--- src/verilog/uart_flags_pkg.sv ---
// Constants, register map and state encodings of the serial port.
// Assumes a 32-bit classic Wishbone slave with byte addressing.
package uart_flags_pkg;

  // Byte addresses of the register words
  localparam logic [7:0] CTRL_OFS = 8'h00;
  localparam logic [7:0] TXDATA_OFS = 8'h04;
  localparam logic [7:0] RXDATA_OFS = 8'h08;
  localparam logic [7:0] BAUD_OFS = 8'h0C;
  localparam logic [7:0] IRQ_STAT_OFS = 8'h10;
  localparam logic [7:0] IRQ_MASK_OFS = 8'h14;

  // Fields of serial_port_control_status
  localparam int MODE_BIT = 7;
  localparam int UNUSED_BIT = 6;
  localparam int MCE_BIT = 5;
  localparam int REN_BIT = 4;
  localparam int TB8_BIT = 3;
  localparam int RB8_BIT = 2;
  localparam int TI_BIT = 1;
  localparam int RI_BIT = 0;

  // Field of the transmit data word
  localparam int TX_BUSY_BIT = 8;

  // Interrupt status and mask layout
  localparam int IRQ_RX_BIT = 0;
  localparam int IRQ_TX_BIT = 1;
  localparam int IRQ_W = 2;

  // Values after reset
  localparam logic [15:0] BAUD_DIV_RST = 16'h0364;
  localparam logic [7:0] TX_BYTE_RST = 8'h00;
  localparam logic [IRQ_W-1:0] IRQ_RST = 2'h0;

  // Frame shape
  localparam logic [3:0] LAST_DATA_BIT = 4'h7;

  typedef enum logic [2:0] {
    TX_IDLE = 3'b000,
    TX_START = 3'b001,
    TX_DATA = 3'b010,
    TX_NINTH = 3'b011,
    TX_STOP = 3'b100
  } tx_state_t;

  typedef enum logic [2:0] {
    RX_IDLE = 3'b000,
    RX_START = 3'b001,
    RX_DATA = 3'b010,
    RX_NINTH = 3'b011,
    RX_STOP = 3'b100
  } rx_state_t;

endpackage

--- src/verilog/uart_link_if.sv ---
// Signals between the register block and the two serial engines.
// Assumes all parties run on one clock.
`timescale 1ns/1ps
`default_nettype none
interface uart_link_if;
  logic tx_start;
  logic [7:0] tx_byte;
  logic nine_bit;
  logic ninth_tx;
  logic [15:0] baud_div;
  logic tx_busy;
  logic tx_done;
  logic txd;
  logic rx_en;
  logic rxd;
  logic rx_done;
  logic [7:0] rx_byte;
  logic rx_ninth;
  logic rx_stop;

  modport ctl (
    output tx_start, tx_byte, nine_bit, ninth_tx, baud_div, rx_en, rxd,
    input tx_busy, tx_done, txd, rx_done, rx_byte, rx_ninth, rx_stop
  );
  modport tx (
    input tx_start, tx_byte, nine_bit, ninth_tx, baud_div,
    output tx_busy, tx_done, txd
  );
  modport rx (
    input rx_en, rxd, nine_bit, baud_div,
    output rx_done, rx_byte, rx_ninth, rx_stop
  );
endinterface
`default_nettype wire

--- src/verilog/uart_tx_engine.sv ---
// Serial transmitter: start, 8 data bits LSB first, optional ninth, stop.
// Assumes tx_start is a one-cycle pulse given only while idle.
`timescale 1ns/1ps
`default_nettype none
module uart_tx_engine (
  input wire logic core_clk,
  input wire logic rst,
  uart_link_if.tx lnk
);
  uart_flags_pkg::tx_state_t state_ff, nxt_state;
  logic [15:0] baud_ff, nxt_baud;
  logic [3:0] bit_ff, nxt_bit;
  logic [7:0] shift_ff, nxt_shift;
  logic txd_ff, nxt_txd;
  logic done_ff, nxt_done;
  logic tick;

  always_comb
  begin
    tick = (baud_ff == 16'h0000);
    nxt_state = state_ff;
    nxt_baud = tick ? 16'(lnk.baud_div - 16'h0001) : 16'(baud_ff - 16'h0001);
    nxt_bit = bit_ff;
    nxt_shift = shift_ff;
    nxt_txd = txd_ff;
    nxt_done = 1'b0;
    case (state_ff)
      uart_flags_pkg::TX_IDLE:
      begin
        nxt_txd = 1'b1;
        nxt_baud = 16'(lnk.baud_div - 16'h0001);
        if (lnk.tx_start)
        begin
          nxt_shift = lnk.tx_byte;
          nxt_txd = 1'b0;
          nxt_state = uart_flags_pkg::TX_START;
        end
      end
      uart_flags_pkg::TX_START:
        if (tick)
        begin
          nxt_txd = shift_ff[0];
          nxt_bit = 4'h0;
          nxt_state = uart_flags_pkg::TX_DATA;
        end
      uart_flags_pkg::TX_DATA:
        if (tick && bit_ff == uart_flags_pkg::LAST_DATA_BIT)
        begin
          if (lnk.nine_bit)
          begin
            nxt_txd = lnk.ninth_tx;
            nxt_state = uart_flags_pkg::TX_NINTH;
          end
          else
          begin
            nxt_txd = 1'b1;
            nxt_done = 1'b1;
            nxt_state = uart_flags_pkg::TX_STOP;
          end
        end
        else if (tick)
        begin
          nxt_shift = {1'b0, shift_ff[7:1]};
          nxt_txd = shift_ff[1];
          nxt_bit = 4'(bit_ff + 4'h1);
        end
      uart_flags_pkg::TX_NINTH:
        if (tick)
        begin
          nxt_txd = 1'b1;
          nxt_done = 1'b1;
          nxt_state = uart_flags_pkg::TX_STOP;
        end
      uart_flags_pkg::TX_STOP:
        if (tick)
          nxt_state = uart_flags_pkg::TX_IDLE;
      default:
        nxt_state = uart_flags_pkg::TX_IDLE;
    endcase
  end

  always_ff @(posedge core_clk or posedge rst)
  begin
    if (rst)
    begin
      state_ff <= uart_flags_pkg::TX_IDLE;
      baud_ff <= 16'h0000;
      bit_ff <= 4'h0;
      shift_ff <= 8'h00;
      txd_ff <= 1'b1;
      done_ff <= 1'b0;
    end
    else
    begin
      state_ff <= nxt_state;
      baud_ff <= nxt_baud;
      bit_ff <= nxt_bit;
      shift_ff <= nxt_shift;
      txd_ff <= nxt_txd;
      done_ff <= nxt_done;
    end
  end

  assign lnk.tx_busy = (state_ff != uart_flags_pkg::TX_IDLE);
  assign lnk.tx_done = done_ff;
  assign lnk.txd = txd_ff;
endmodule // uart_tx_engine
`default_nettype wire

--- src/verilog/uart_rx_engine.sv ---
// Serial receiver sampling each bit in its middle.
// Assumes rxd is already synchronous to core_clk.
`timescale 1ns/1ps
`default_nettype none
module uart_rx_engine (
  input wire logic core_clk,
  input wire logic rst,
  uart_link_if.rx lnk
);
  uart_flags_pkg::rx_state_t state_ff, nxt_state;
  logic [15:0] baud_ff, nxt_baud;
  logic [3:0] bit_ff, nxt_bit;
  logic [7:0] shift_ff, nxt_shift;
  logic ninth_ff, nxt_ninth;
  logic stop_ff, nxt_stop;
  logic done_ff, nxt_done;
  logic tick;

  always_comb
  begin
    tick = (baud_ff == 16'h0000);
    nxt_state = state_ff;
    nxt_baud = tick ? 16'(lnk.baud_div - 16'h0001) : 16'(baud_ff - 16'h0001);
    nxt_bit = bit_ff;
    nxt_shift = shift_ff;
    nxt_ninth = ninth_ff;
    nxt_stop = stop_ff;
    nxt_done = 1'b0;
    case (state_ff)
      uart_flags_pkg::RX_IDLE:
      begin
        nxt_baud = {1'b0, lnk.baud_div[15:1]};
        if (lnk.rx_en && !lnk.rxd)
          nxt_state = uart_flags_pkg::RX_START;
      end
      uart_flags_pkg::RX_START:
        if (tick)
        begin
          // A start bit gone high by mid-bit was a glitch
          nxt_bit = 4'h0;
          nxt_state = lnk.rxd ? uart_flags_pkg::RX_IDLE
                              : uart_flags_pkg::RX_DATA;
        end
      uart_flags_pkg::RX_DATA:
        if (tick)
        begin
          nxt_shift = {lnk.rxd, shift_ff[7:1]};
          nxt_bit = 4'(bit_ff + 4'h1);
          if (bit_ff == uart_flags_pkg::LAST_DATA_BIT)
            nxt_state = lnk.nine_bit ? uart_flags_pkg::RX_NINTH
                                     : uart_flags_pkg::RX_STOP;
        end
      uart_flags_pkg::RX_NINTH:
        if (tick)
        begin
          nxt_ninth = lnk.rxd;
          nxt_state = uart_flags_pkg::RX_STOP;
        end
      uart_flags_pkg::RX_STOP:
        if (tick)
        begin
          nxt_stop = lnk.rxd;
          nxt_done = 1'b1;
          nxt_state = uart_flags_pkg::RX_IDLE;
        end
      default:
        nxt_state = uart_flags_pkg::RX_IDLE;
    endcase
    // Dropping the enable abandons a frame in flight
    if (!lnk.rx_en)
    begin
      nxt_state = uart_flags_pkg::RX_IDLE;
      nxt_done = 1'b0;
    end
  end

  always_ff @(posedge core_clk or posedge rst)
  begin
    if (rst)
    begin
      state_ff <= uart_flags_pkg::RX_IDLE;
      baud_ff <= 16'h0000;
      bit_ff <= 4'h0;
      shift_ff <= 8'h00;
      ninth_ff <= 1'b0;
      stop_ff <= 1'b0;
      done_ff <= 1'b0;
    end
    else
    begin
      state_ff <= nxt_state;
      baud_ff <= nxt_baud;
      bit_ff <= nxt_bit;
      shift_ff <= nxt_shift;
      ninth_ff <= nxt_ninth;
      stop_ff <= nxt_stop;
      done_ff <= nxt_done;
    end
  end

  assign lnk.rx_done = done_ff;
  assign lnk.rx_byte = shift_ff;
  assign lnk.rx_ninth = ninth_ff;
  assign lnk.rx_stop = stop_ff;
endmodule // uart_rx_engine
`default_nettype wire

--- src/verilog/uart_serial_control_flags.sv ---
// Serial port with control/status flags, behind a classic Wishbone slave.
// Assumes rxd synchronous to core_clk and a single-cycle Wishbone master.
//
// Contract
// - A mode bit selects an 8-data-bit or a 9-data-bit frame at a set rate.
// - Bit 6 of the control register always reads one and ignores writes.
// - In 8-bit mode with the check enabled, a zero stop bit sets no flag.
// - In 9-bit mode with the check enabled, a zero ninth bit sets no flag.
// - Frames are received only while the receive enable is one.
// - In 9-bit mode the ninth transmit field is sent as the ninth bit.
// - In 8-bit mode the ninth receive field takes the stop bit level.
// - In 9-bit mode the ninth receive field takes the ninth data bit.
// - Transmit complete sets at the end of the data bits of a frame.
// - Receive complete sets when the stop bit is sampled, if qualified.
// - A completion event sets a sticky status bit that raises the interrupt when enabled.
`timescale 1ns/1ps
`default_nettype none
module uart_serial_control_flags (
  input wire logic core_clk,
  input wire logic rst,
  input wire logic wb_cyc_i,
  input wire logic wb_stb_i,
  input wire logic wb_we_i,
  input wire logic [7:0] wb_adr_i,
  input wire logic [3:0] wb_sel_i,
  input wire logic [31:0] wb_dat_i,
  output logic [31:0] wb_dat_o,
  output logic wb_ack_o,
  input wire logic rxd,
  output logic txd,
  output logic irq
);
  uart_link_if lnk ();

  // Control register fields
  logic mode_ff, nxt_mode;
  logic mce_ff, nxt_mce;
  logic ren_ff, nxt_ren;
  logic tb8_ff, nxt_tb8;
  logic rb8_ff, nxt_rb8;
  logic ti_ff, nxt_ti;
  logic ri_ff, nxt_ri;

  // Data path and rate
  logic [7:0] tx_byte_ff, nxt_tx_byte;
  logic tx_start_ff, nxt_tx_start;
  logic [7:0] rx_data_ff, nxt_rx_data;
  logic [15:0] baud_ff, nxt_baud;

  // Interrupt status, mask and line
  logic [uart_flags_pkg::IRQ_W-1:0] irq_stat_ff, nxt_irq_stat;
  logic [uart_flags_pkg::IRQ_W-1:0] irq_mask_ff, nxt_irq_mask;
  logic [uart_flags_pkg::IRQ_W-1:0] irq_event;
  logic [uart_flags_pkg::IRQ_W-1:0] irq_clr;
  logic irq_ff, nxt_irq;

  // Bus
  logic ack_ff, nxt_ack;
  logic [31:0] dat_ff, nxt_dat;
  logic req;
  logic wr;
  logic rx_ok;
  logic ri_set;
  logic ti_set;
  logic [7:0] ctrl_rd;

  function automatic logic hit(input logic [7:0] adr, input logic [7:0] ofs);
    hit = (adr[7:2] == ofs[7:2]);
  endfunction

  function automatic logic wr_lane(input logic w, input logic [7:0] adr,
                                   input logic [7:0] ofs, input logic sel);
    wr_lane = w && hit(adr, ofs) && sel;
  endfunction

  assign lnk.tx_start = tx_start_ff;
  assign lnk.tx_byte = tx_byte_ff;
  assign lnk.nine_bit = mode_ff;
  assign lnk.ninth_tx = tb8_ff;
  assign lnk.baud_div = baud_ff;
  assign lnk.rx_en = ren_ff;
  assign lnk.rxd = rxd;

  uart_tx_engine u_tx (
    .core_clk(core_clk),
    .rst(rst),
    .lnk(lnk.tx)
  );

  uart_rx_engine u_rx (
    .core_clk(core_clk),
    .rst(rst),
    .lnk(lnk.rx)
  );

  // One access per request; the write lands on the edge that raises ack
  always_comb
  begin
    req = wb_cyc_i && wb_stb_i && !ack_ff;
    wr = req && wb_we_i;
    nxt_ack = req;
  end

  // Completion qualification
  always_comb
  begin
    if (mode_ff)
      rx_ok = !mce_ff || lnk.rx_ninth;
    else
      rx_ok = !mce_ff || lnk.rx_stop;
    ri_set = lnk.rx_done && rx_ok;
    ti_set = lnk.tx_done;
  end

  // Control register
  always_comb
  begin
    nxt_mode = mode_ff;
    nxt_mce = mce_ff;
    nxt_ren = ren_ff;
    nxt_tb8 = tb8_ff;
    nxt_rb8 = rb8_ff;
    nxt_ti = ti_ff;
    nxt_ri = ri_ff;
    nxt_rx_data = rx_data_ff;
    if (wr_lane(wr, wb_adr_i, uart_flags_pkg::CTRL_OFS, wb_sel_i[0]))
    begin
      // Bit 6 has no storage, so a write to it is lost
      nxt_mode = wb_dat_i[uart_flags_pkg::MODE_BIT];
      nxt_mce = wb_dat_i[uart_flags_pkg::MCE_BIT];
      nxt_ren = wb_dat_i[uart_flags_pkg::REN_BIT];
      nxt_tb8 = wb_dat_i[uart_flags_pkg::TB8_BIT];
      nxt_rb8 = wb_dat_i[uart_flags_pkg::RB8_BIT];
      nxt_ti = wb_dat_i[uart_flags_pkg::TI_BIT];
      nxt_ri = wb_dat_i[uart_flags_pkg::RI_BIT];
    end
    if (ri_set)
    begin
      nxt_ri = 1'b1;
      nxt_rb8 = mode_ff ? lnk.rx_ninth : lnk.rx_stop;
      nxt_rx_data = lnk.rx_byte;
    end
    if (ti_set)
      nxt_ti = 1'b1;
  end

  // Transmit launch, rate divisor
  always_comb
  begin
    nxt_tx_byte = tx_byte_ff;
    nxt_tx_start = 1'b0;
    nxt_baud = baud_ff;
    // Writes while a frame is on the line are dropped, not queued
    if (wr_lane(wr, wb_adr_i, uart_flags_pkg::TXDATA_OFS, wb_sel_i[0]) &&
        !lnk.tx_busy && !tx_start_ff)
    begin
      nxt_tx_byte = wb_dat_i[7:0];
      nxt_tx_start = 1'b1;
    end
    if (wr_lane(wr, wb_adr_i, uart_flags_pkg::BAUD_OFS, wb_sel_i[0]))
      nxt_baud[7:0] = wb_dat_i[7:0];
    if (wr_lane(wr, wb_adr_i, uart_flags_pkg::BAUD_OFS, wb_sel_i[1]))
      nxt_baud[15:8] = wb_dat_i[15:8];
  end

  // Sticky interrupt status, write one to clear, event wins
  assign irq_event[uart_flags_pkg::IRQ_RX_BIT] = ri_set;
  assign irq_event[uart_flags_pkg::IRQ_TX_BIT] = ti_set;

  genvar gi;
  generate
    for (gi = 0; gi < uart_flags_pkg::IRQ_W; gi = gi + 1)
    begin : g_irq
      assign irq_clr[gi] = wr_lane(wr, wb_adr_i, uart_flags_pkg::IRQ_STAT_OFS,
                                   wb_sel_i[0]) && wb_dat_i[gi];
      assign nxt_irq_stat[gi] = irq_event[gi] ||
                                (irq_stat_ff[gi] && !irq_clr[gi]);
    end
  endgenerate

  always_comb
  begin
    nxt_irq_mask = irq_mask_ff;
    if (wr_lane(wr, wb_adr_i, uart_flags_pkg::IRQ_MASK_OFS, wb_sel_i[0]))
      nxt_irq_mask = wb_dat_i[uart_flags_pkg::IRQ_W-1:0];
    nxt_irq = |(nxt_irq_stat & nxt_irq_mask);
  end

  // Read data
  always_comb
  begin
    ctrl_rd = 8'h00;
    ctrl_rd[uart_flags_pkg::MODE_BIT] = mode_ff;
    ctrl_rd[uart_flags_pkg::UNUSED_BIT] = 1'b1;
    ctrl_rd[uart_flags_pkg::MCE_BIT] = mce_ff;
    ctrl_rd[uart_flags_pkg::REN_BIT] = ren_ff;
    ctrl_rd[uart_flags_pkg::TB8_BIT] = tb8_ff;
    ctrl_rd[uart_flags_pkg::RB8_BIT] = rb8_ff;
    ctrl_rd[uart_flags_pkg::TI_BIT] = ti_ff;
    ctrl_rd[uart_flags_pkg::RI_BIT] = ri_ff;
    nxt_dat = dat_ff;
    if (req && !wb_we_i)
    begin
      if (hit(wb_adr_i, uart_flags_pkg::CTRL_OFS))
        nxt_dat = {24'h00_0000, ctrl_rd};
      else if (hit(wb_adr_i, uart_flags_pkg::TXDATA_OFS))
      begin
        nxt_dat = {24'h00_0000, tx_byte_ff};
        nxt_dat[uart_flags_pkg::TX_BUSY_BIT] = lnk.tx_busy || tx_start_ff;
      end
      else if (hit(wb_adr_i, uart_flags_pkg::RXDATA_OFS))
        nxt_dat = {24'h00_0000, rx_data_ff};
      else if (hit(wb_adr_i, uart_flags_pkg::BAUD_OFS))
        nxt_dat = {16'h0000, baud_ff};
      else if (hit(wb_adr_i, uart_flags_pkg::IRQ_STAT_OFS))
        nxt_dat = {30'h0000_0000, irq_stat_ff};
      else if (hit(wb_adr_i, uart_flags_pkg::IRQ_MASK_OFS))
        nxt_dat = {30'h0000_0000, irq_mask_ff};
      else
        nxt_dat = 32'h0000_0000;
    end
  end

  // Control fields
  always_ff @(posedge core_clk or posedge rst)
  begin
    if (rst)
    begin
      mode_ff <= 1'b0;
      mce_ff <= 1'b0;
      ren_ff <= 1'b0;
      tb8_ff <= 1'b0;
      rb8_ff <= 1'b0;
      ti_ff <= 1'b0;
      ri_ff <= 1'b0;
    end
    else
    begin
      mode_ff <= nxt_mode;
      mce_ff <= nxt_mce;
      ren_ff <= nxt_ren;
      tb8_ff <= nxt_tb8;
      rb8_ff <= nxt_rb8;
      ti_ff <= nxt_ti;
      ri_ff <= nxt_ri;
    end
  end

  // Transmit launch, received byte, rate
  always_ff @(posedge core_clk or posedge rst)
  begin
    if (rst)
    begin
      tx_byte_ff <= uart_flags_pkg::TX_BYTE_RST;
      tx_start_ff <= 1'b0;
      rx_data_ff <= 8'h00;
      baud_ff <= uart_flags_pkg::BAUD_DIV_RST;
    end
    else
    begin
      tx_byte_ff <= nxt_tx_byte;
      tx_start_ff <= nxt_tx_start;
      rx_data_ff <= nxt_rx_data;
      baud_ff <= nxt_baud;
    end
  end

  // Interrupt status, mask and line
  always_ff @(posedge core_clk or posedge rst)
  begin
    if (rst)
    begin
      irq_stat_ff <= uart_flags_pkg::IRQ_RST;
      irq_mask_ff <= uart_flags_pkg::IRQ_RST;
      irq_ff <= 1'b0;
    end
    else
    begin
      irq_stat_ff <= nxt_irq_stat;
      irq_mask_ff <= nxt_irq_mask;
      irq_ff <= nxt_irq;
    end
  end

  // Bus answer
  always_ff @(posedge core_clk or posedge rst)
  begin
    if (rst)
    begin
      ack_ff <= 1'b0;
      dat_ff <= 32'h0000_0000;
    end
    else
    begin
      ack_ff <= nxt_ack;
      dat_ff <= nxt_dat;
    end
  end

  assign wb_ack_o = ack_ff;
  assign wb_dat_o = dat_ff;
  assign txd = lnk.txd;
  assign irq = irq_ff;
endmodule // uart_serial_control_flags
`default_nettype wire

--- config.mk ---
export PLATFORM = sky130hd
export DESIGN_NAME = uart_serial_control_flags
export DESIGN_NICKNAME = d
export VERILOG_FILES = /design/src/verilog/uart_flags_pkg.sv /design/src/verilog/uart_link_if.sv /design/src/verilog/uart_tx_engine.sv /design/src/verilog/uart_rx_engine.sv /design/src/verilog/uart_serial_control_flags.sv
export SDC_FILE = /design/constraint.sdc
export NUM_CORES = 1
export LEC_CHECK = 0
export BUFFER_PORTS_ARGS = -buffer_cell sky130_fd_sc_hd__buf_2
export CAP_MARGIN = 30
export CORE_MARGIN = 2
export CORE_UTILIZATION = 53
export CTS_BUF_LIST = sky130_fd_sc_hd__clkbuf_4 sky130_fd_sc_hd__clkbuf_8 sky130_fd_sc_hd__clkbuf_16
export DETAILED_ROUTE_END_ITERATION = 7
export GPL_TIMING_DRIVEN = 1
export PLACE_DENSITY = 0.81
export SYNTH_ARGS = -nofsm -noshare
export SYNTH_HDL_FRONTEND = slang
export SYNTH_SLANG_ARGS = --single-unit
--- constraint.sdc ---
create_clock -name core_clk -period 4.5 [get_ports core_clk]
set_input_delay 0.9 -clock core_clk [delete_from_list [all_inputs] [get_ports core_clk]]
set_output_delay 0.9 -clock core_clk [all_outputs]
set_load 0.03 [all_outputs]
# Word-level counts from Yosys, hierarchy flattened
# Index checks and enable logic that the tools add are counted.
op_classes:
  muxes: 61
  n_addsub: 5
  reduce_logical: 59
  bitwise_logic: 1
  n_eq_ne: 31
op_table:
  columns: ["cell", "n"]
  rows:
  - ["$mux W16", 8]
  - ["$sub A16 B1 Y16 const B", 3]
  - ["$mux W3", 13]
  - ["$logic_not A16 Y1", 2]
  - ["$pmux W3 S5", 2]
  - ["$logic_and A1 B1 Y1", 24]
  - ["$mux W8", 3]
  - ["$mux W1", 21]
  - ["$mux W4", 5]
  - ["$ne A3 B2 Y1 const B", 6]
  - ["$pmux W4 S2", 2]
  - ["$pmux W8 S2", 1]
  - ["$ne A2 B1 Y1 const B", 7]
  - ["$eq A3 B2 Y1 const B", 4]
  - ["$eq A6 B2 Y1 const B", 2]
  - ["$eq A6 B3 Y1 const B", 2]
  - ["$reduce_and A4 Y1", 3]
  - ["$reduce_bool A2 Y1", 5]
  - ["$add A4 B1 Y4 const B", 2]
  - ["$eq A4 B3 Y1 const B", 2]
  - ["$logic_not A1 Y1", 8]
  - ["$mux W2", 4]
  - ["$eq A3 B1 Y1 const B", 2]
  - ["$eq A3 B3 Y1 const B", 2]
  - ["other kinds (16)", 24]
totals:
  out_inout_bits: 35
  wordCells: 187
  inputBits: 50
  reg_bits: 145

# Depth between registers and ports, before layout
# Gate-level depths: netlist (run 1).
depth:
  word_depth: 11
  depth_mapped: 9
  mapped_depth_nobuf: 7

# By module
# From an unflattened synthesis (run 1), not the netlist that was laid out.
unflattened:
  hier_cells: 674
  area_unflattened_um2: 7113.1
by_module_without_submodules:
  columns: ["mod", "instances", "seq_area_each_um2", "cells_each", "area_per_inst_um2"]
  rows:
  - ["uart_serial_control_flags", 1, 1557.7, 205, 2837.7]
  - ["uart_rx_engine", 1, 850.8, 248, 2203.4]
  - ["uart_tx_engine", 1, 827.0, 221, 2072.0]

# Least setup slack after synthesis (run 1)
# Ideal clock, no wire load.
synth_path:
  path_kind: "input to register"
  start: "in wb_adr_i[4]"
  end: "reg tb8_ff (netlist: lnk.ninth_tx)"
  n_path_buf: 1
  required_time_ns: 4.375
  path_slack_ns: 1.988
  path_stages: 5
  setup_time_ns: 0.125
  arrival_ns: 2.387
  cell_sequence: "or4_1 > nor3_1 > nor2b_1 > buf_2 > mux2_2"
synth_between:
  elab_chain_cells: 3
synth_rtl:
  columns: ["element", "line_no", "rtl"]
  rows:
  - ["start, declared", "uart_serial_control_flags.sv:24", "input wire logic [7:0] wb_adr_i,"]
  - ["$logic_not A6 Y1", "uart_serial_control_flags.sv:68", "hit = (adr[7:2] == ofs[7:2]);"]
  - ["$logic_and A1 B1 Y1 (2 in series)", "uart_serial_control_flags.sv:73", "wr_lane = w && hit(adr, ofs) && sel;"]
  - ["end signal, assigned", "uart_serial_control_flags.sv:242", "tb8_ff <= nxt_tb8;"]
  - ["end, declared", "uart_serial_control_flags.sv:39", "logic tb8_ff, nxt_tb8;"]
# No other way between the ends.
# A chain may end at the register's enable or synchronous reset.

# Final worst setup path (run 1)
layout_path:
  start: "in wb_adr_i[4]"
  end: "reg ren_ff (netlist: lnk.rx_en)"
layout_between:
  elab_chain_cells: 3
layout_rtl:
  columns: ["element", "line_no", "rtl"]
  rows:
  - ["$logic_not A6 Y1", "uart_serial_control_flags.sv:68", null]
  - ["$logic_and A1 B1 Y1 (2 in series)", "uart_serial_control_flags.sv:73", null]
  - ["end signal, assigned", "uart_serial_control_flags.sv:241", "ren_ff <= nxt_ren;"]
  - ["end, declared", "uart_serial_control_flags.sv:38", "logic ren_ff, nxt_ren;"]
# No other way between the ends.

==> results of run 1 <==
==> synth_stat cells, types with 5 or more instances <==
cell type / count / area [µm²]
dfrtp_1: 123 / 3080
nor4_1: 7 / 43.8
a21oi_1: 22 / 110
nand2_1: 42 / 158
xnor2_1: 24 / 210
mux2_2: 33 / 372
clkbuf_1: 18 / 67.6
a211oi_1: 5 / 37.5
nand3_1: 18 / 90.1
buf_4: 17 / 128
mux4_2: 5 / 113
mux2_1: 16 / 180
o21ai_0: 27 / 135
nor2_1: 51 / 191
nor2b_1: 9 / 56.3
a22oi_1: 9 / 67.6
nor3_1: 17 / 85.1
nand3b_1: 8 / 60.1
mux2i_1: 21 / 210
xor2_1: 15 / 131
or3_1: 7 / 43.8
a22o_1: 17 / 149
ha_1: 7 / 87.6
o2bb2ai_1: 10 / 87.6
dfstp_2: 6 / 158
buf_2: 6 / 30.0
inv_1: 14 / 52.6
==> critical path, stage by stage <==
cell	delay (ns)
buf_2	0.10
or4_1	0.62
nor3_1	0.29
nor2b_1	0.76
mux2_2	0.42
==> how the worst max path moves through the flow <==
stage | startpoint | endpoint | slack [ns] | depth (start not counted)
2_1_floorplan | rst | baud_ff[0] | 0.17 | 1
3_3_place_gp | wb_adr_i[4] | lnk.rx_en | 1.36 | 5
3_5_place_dp | wb_adr_i[4] | mce_ff | 1.28 | 5
4_1_cts | wb_adr_i[4] | lnk.rx_en | 1.73 | 5
5_1_grt | wb_adr_i[4] | mce_ff | 1.55 | 5
6_report | wb_adr_i[4] | lnk.rx_en | 1.69 | 5
==> power groups by stage <==
stage / Sequential (µW) / Clock (µW) / Combinational [µW]
6_report: 1220 / 1310 / 223
5_1_grt: 1220 / 1370 / 245
4_1_cts: 1220 / 1320 / 223
3_5_place_dp: 1240 / 0 / 220
3_3_place_gp: 1230 / 0 / 212
2_1_floorplan: 1240 / 0 / 165
==> flip-flops by register name (all words and copies together), names as in the netlist, 4 cells and up <==
signal,cells
rx_data_ff,8
u_rx.baud_ff,16
u_rx.bit_ff,4
lnk.tx_byte,8
baud_ff,16
wb_dat_o,16
u_tx.baud_ff,16
u_tx.shift_ff,8
u_rx.lnk.rx_byte,8
u_tx.bit_ff,4
==> layout make-up <==
class	instances	area share
Inverter	14	0.00720
Tap cell	172	0.0281
Clock buffer	20	0.0594
Timing Repair Buffer	53	0.0368
Clock inverter	12	0.0146
Multi-Input combinational cell	456	0.431
Sequential cell	129	0.423
==> per-layer routing <==
metal	vias up	part of all wire
met3	30	0.048
met2	192	0.51
met5	-	0
met1	2572	0.42
li1	2338	-
met4	0	0.017
==> kinds of logic (layout without fill, tap and decap cells) <==
group	Yosys count	after routing	share of synthesized area
mux	75	75	0.129
simple gates	204	204	0.169
buf+inv	56	99	0.0427
flops	129	129	0.478
other cells	1	16	0.000554
fa+ha+maj	7	7	0.0129
compound gates	115	115	0.117
xor+xnor	39	39	0.0505
==> layout by cell type (no fill, tap or decap), types with 9 or more instances in the layout <==
| master | Yosys | layout |
|---|---|---|
| conb_1 | 1 | 16 |
| buf_2 | 6 | 48 |
| nor2_1 | 51 | 51 |
| a21oi_1 | 22 | 22 |
| xor2_1 | 15 | 15 |
| nor2b_1 | 9 | 9 |
| a22oi_1 | 9 | 9 |
| xnor2_1 | 24 | 24 |
| mux2i_1 | 21 | 21 |
| nor3_1 | 17 | 17 |
| nand2_1 | 42 | 42 |
| dfrtp_1 | 123 | 123 |
| mux2_1 | 16 | 16 |
| inv_1 | 14 | 13 |
| a22o_1 | 17 | 17 |
| o2bb2ai_1 | 10 | 10 |
| nand3_1 | 18 | 18 |
| clkbuf_16 | 0 | 17 |
| o21ai_0 | 27 | 27 |
| mux2_2 | 33 | 33 |
==> through the flow <==
stage | power, µW | setup slack, ns | cell area [µm²]
finish | 2750 | 1.69 | 7650
global route | 2830 | 1.55 | 7650
CTS | 2760 | 1.73 | 7650
detailed placement | 1460 | 1.28 | 7080
global placement | 1450 | 1.36 | 7070
floorplan | 1400 | 0.169 | 6820
==> out/results.txt, run 1 <==
Status - finished clean
Reg2Reg Launch Point - u_rx.baud_ff[2]
Fin. max-slew vios - 0
Chip width - 117 µm
Hold Path Origin - wb_dat_o[6]
Die Ht - 117 µm
Post-layout util - 0.611
Placer Congestion - 0.892
Clock Power Share - 0.476
Max clock buf depth - 2
Cell Pwr Density - 359 nW/µm²
# IOs - 85
Post-layout net count - 728
# port buffers - 48
Clk_lat worst skew - 0.42 ns
Critical path type - in -> reg
Critical Path AT - 3.10 ns
Switch share - 0.253
EDFF count, synth - 0
Reg2Reg Depth - 5
Hold Buf Count CTS - 0
Diode count - 0
Core area - 12,500 µm²
H-tree levels - 4
Routed vias - 5,132
Internal power - 2050 µW
Worst Hold Endpoint - wb_dat_o[6]
Met3 Use GR - 0.0463
Number of global-route vias before repair - 5,107
Fin crit period - 2.81 ns
Synthesized area - 6770 µm²
Initial Utilization - 0.540
Post-synth cell types - 66
GR Util All Layers - 0.249
Drt first pass iters - 5
Hold Crit Class - reg -> reg
Crit end category - register
Initial antenna violation count - 0
Root Buffer - clkbuf_16
Synth Flop Type - dfrtp_1
VDD IR-drop max - 0.233 mV
Routed WL - 16.1 mm
Cts repair resizes - 0
Final period util - 0.624
Fill count - 994
Layout cells sized above 1 - 0.212
Worst-path clk slew - 0.06 ns
Hold slack final - 0.484 ns
DP HPWL - 11.3 mm
Leak - 0.00345 µW
Max_cap viols - 0
Area of the multi-input gates - 3300 µm²
Initial drt markers - 350
WL/cell - 18.8 µm
CTS Buf Count - 17
Register area - 3240 µm²
Worst-path fanout max - 10
Synthesized area per cell - 10.8 µm²
FF+latch count, synth - 129
Sequential area share after synthesis - 0.478
Die area - 13,700 µm²
Final ANT Viol Nets - 0
GRT overflow - 0
Setup TNS Final - 0 ns
M2 GR Usage - 0.417
Clk sinks - 129
Global-route wire length before repair - 25.9 mm
Flop pwr share - 0.443
Unrepaired setup endpoints after global routing - false
Startpoint types - input port
Largest net degree at the start of global routing - 73
Vias per inst - 6.00
Worst R2R Setup Slack - 1.93 ns
Achievable frequency - 356 MHz
Final setup violation count - 0
Reg2reg end - u_rx.lnk.rx_byte[5]
Hold Fails Final Rpt - 0
# Post-CTS Setup Buffers - 0
Combinational power share - 0.081
Hold Path Cell Cnt - 1
P_sw - 696 µW
GR peak layer - met2
# DRC - 0
Req. time, crit path - 4.80 ns
Met1 layer usage reported by global route - 0.329
Yosys warning count - 0
Slew margin rel. - 0.400
Clk_skew - 0.00675 ns
Fin cells - 856
Area growth from synthesis to layout - 13.1%
Cells after Synth - 626
Slew @ Worst Pin - 0.900 ns
Placed Cells incl. Taps - 824
Post-synth ARST share - 1.00
CTS tree - yes
Core Rows - 41
Note: power is estimated with default switching activity, not from simulation.
==> run 2: changes to the inputs <==
Clock period 4.5 ns to 2.4 ns, I/O delays scaled along.
==> run 2 against run 1 <==
Power grew 90%. Worst setup slack lost 1.5 ns. Sequential share of layout area is 1.3 points lower. Global-route usage increased by 0.50 points. Count of clock-buffer cells in the layout grew 3. Largest cell class unchanged.
==> out/results.txt, run 2 (synthesis results as in run 1) <==
Critical Path Sink - u_tx.shift_ff[4]
DP HPWL - 11.5 mm
# DRC - 0
Final period util - 0.912
Routed vias - 5,167
Layout cells sized above 1 - 0.242
Cell Pwr Density - 661 nW/µm²
Slew @ Worst Pin - 0.776 ns
Placer Congestion - 0.875
Worst-path clk slew - 0.06 ns
Leak - 0.00359 µW
Max_cap viols - 0
Initial antenna violation count - 0
Post-layout net count - 755
# Post-CTS Setup Buffers - 0
VDD IR-drop max - 0.491 mV
Status - finished clean
Cts repair resizes - 0
Worst R2R Setup Slack - 0.21 ns
Die Ht - 117 µm
Final ANT Viol Nets - 0
Global-route wire length before repair - 26.2 mm
Clk sinks - 129
WL/cell - 18.1 µm
Area growth from synthesis to layout - 16.6%
Largest net degree at the start of global routing - 58
Final setup violation count - 0
Commonest cells after routing, fill and taps aside - dfrtp_1 (123), nor2_1 (51), buf_2 (48)
Diode count - 0
Root Buffer - clkbuf_16
Die area - 13,700 µm²
Post-layout util - 0.630
Clk_lat worst skew - 0.43 ns
Placed Cells incl. Taps - 851
Routed WL - 16.0 mm
Fin cells - 883
Startpoint types - register
H-tree levels - 4
Core area - 12,500 µm²
Most common cell after layout, fill and taps aside - dfrtp_1
Final instance area - 7890 µm²
GR Util All Layers - 0.254
GRT overflow - 0
Initial Utilization - 0.540
Placed instance area - 7320 µm²
# port buffers - 48
Drt first pass iters - 6
Max clock buf depth - 2
Fin crit period - 2.19 ns
CTS Buf Count - 17
Fin. max-slew vios - 0
Core Rows - 41
Critical Path AT - 2.53 ns
Slew margin rel. - 0.482
Reg2Reg Launch Point - u_tx.baud_ff[0]
Crit path from - u_tx.baud_ff[0]
Chip width - 117 µm
Crit end category - register
Fill count - 942
Critical path type - reg -> reg
Req. time, crit path - 2.74 ns
Reg2reg end - u_tx.shift_ff[4]
Hold Fails Final Rpt - 0
Initial drt markers - 547
Achievable frequency - 457 MHz
Worst-path fanout max - 8
Hold Buf Count CTS - 0
Number of global-route vias before repair - 5,104
Clk_skew - 0.0105 ns
Unrepaired setup endpoints after global routing - false
CTS tree - yes
Setup TNS Final - 0 ns
# IOs - 85
Hold Crit Class - in -> async
Reg2Reg Depth - 7
Vias per inst - 5.85
==> run 2: cell type report <==
cell class / count / area (µm²) / area share
clock inverter: 9 / 85.1 / 0.0108
multi-input combinational: 456 / 3300 / 0.418
sequential: 129 / 3240 / 0.410
clock buffer: 23 / 483 / 0.0613
inverter: 14 / 56.3 / 0.00714
tap: 172 / 215 / 0.0273
timing repair buffer: 80 / 513 / 0.0651
==> run 2: through the flow <==
stage	setup slack [ns]	hold WS [ns]	total power [µW]
6_report	0.212	0.0569	5210
5_1_grt	0.0532	0.0923	5390
4_1_cts	0.243	0.0657	5230
3_5_place_dp	-0.0163	0.473	2770
3_3_place_gp	0.0373	0.459	2750
2_1_floorplan	0.308	0.439	2630
==> run 2: worst max-delay path: stages, from the launching register on <==
cell and delay (ns):
dfrtp_1 0.42, inv_1 0.11, ha_1 0.18, nor4b_1 0.33, nand4_1 0.21, nor2_1 0.51, a22oi_1 0.14, o2bb2ai_1 0.20
==> run 2: worst min path at each step <==
| stage | startpoint | to | cells after the start |
|---|---|---|---|
| after floorplan | u_tx.lnk.tx_done | ti_ff | 1 |
| after global placement | wb_dat_o[6] | wb_dat_o[6] | 1 |
| after detailed placement | wb_dat_o[6] | wb_dat_o[6] | 1 |
| after CTS | rst | u_tx.shift_ff[6] | 2 |
| after global routing | rst | u_tx.shift_ff[6] | 2 |
| final | rst | u_tx.shift_ff[6] | 2 |
==> run 2: power breakdown <==
| part | internal, µW | switching (µW) |
|---|---|---|
| Sequential | 2230 | 54.9 |
| Combinational | 171 | 283 |
| Clock | 1520 | 956 |
| Total | 3920 | 1290 |
==> run 2: per-layer routing <==
metal | track usage | vias up | routed length, µm
li1 | - | 2391 | -
met1 | 0.340 | 2537 | 6810
met2 | 0.396 | 200 | 7800
met3 | 0.0551 | 39 | 896
met4 | 0.125 | 0 | 484
met5 | 0 | - | 0
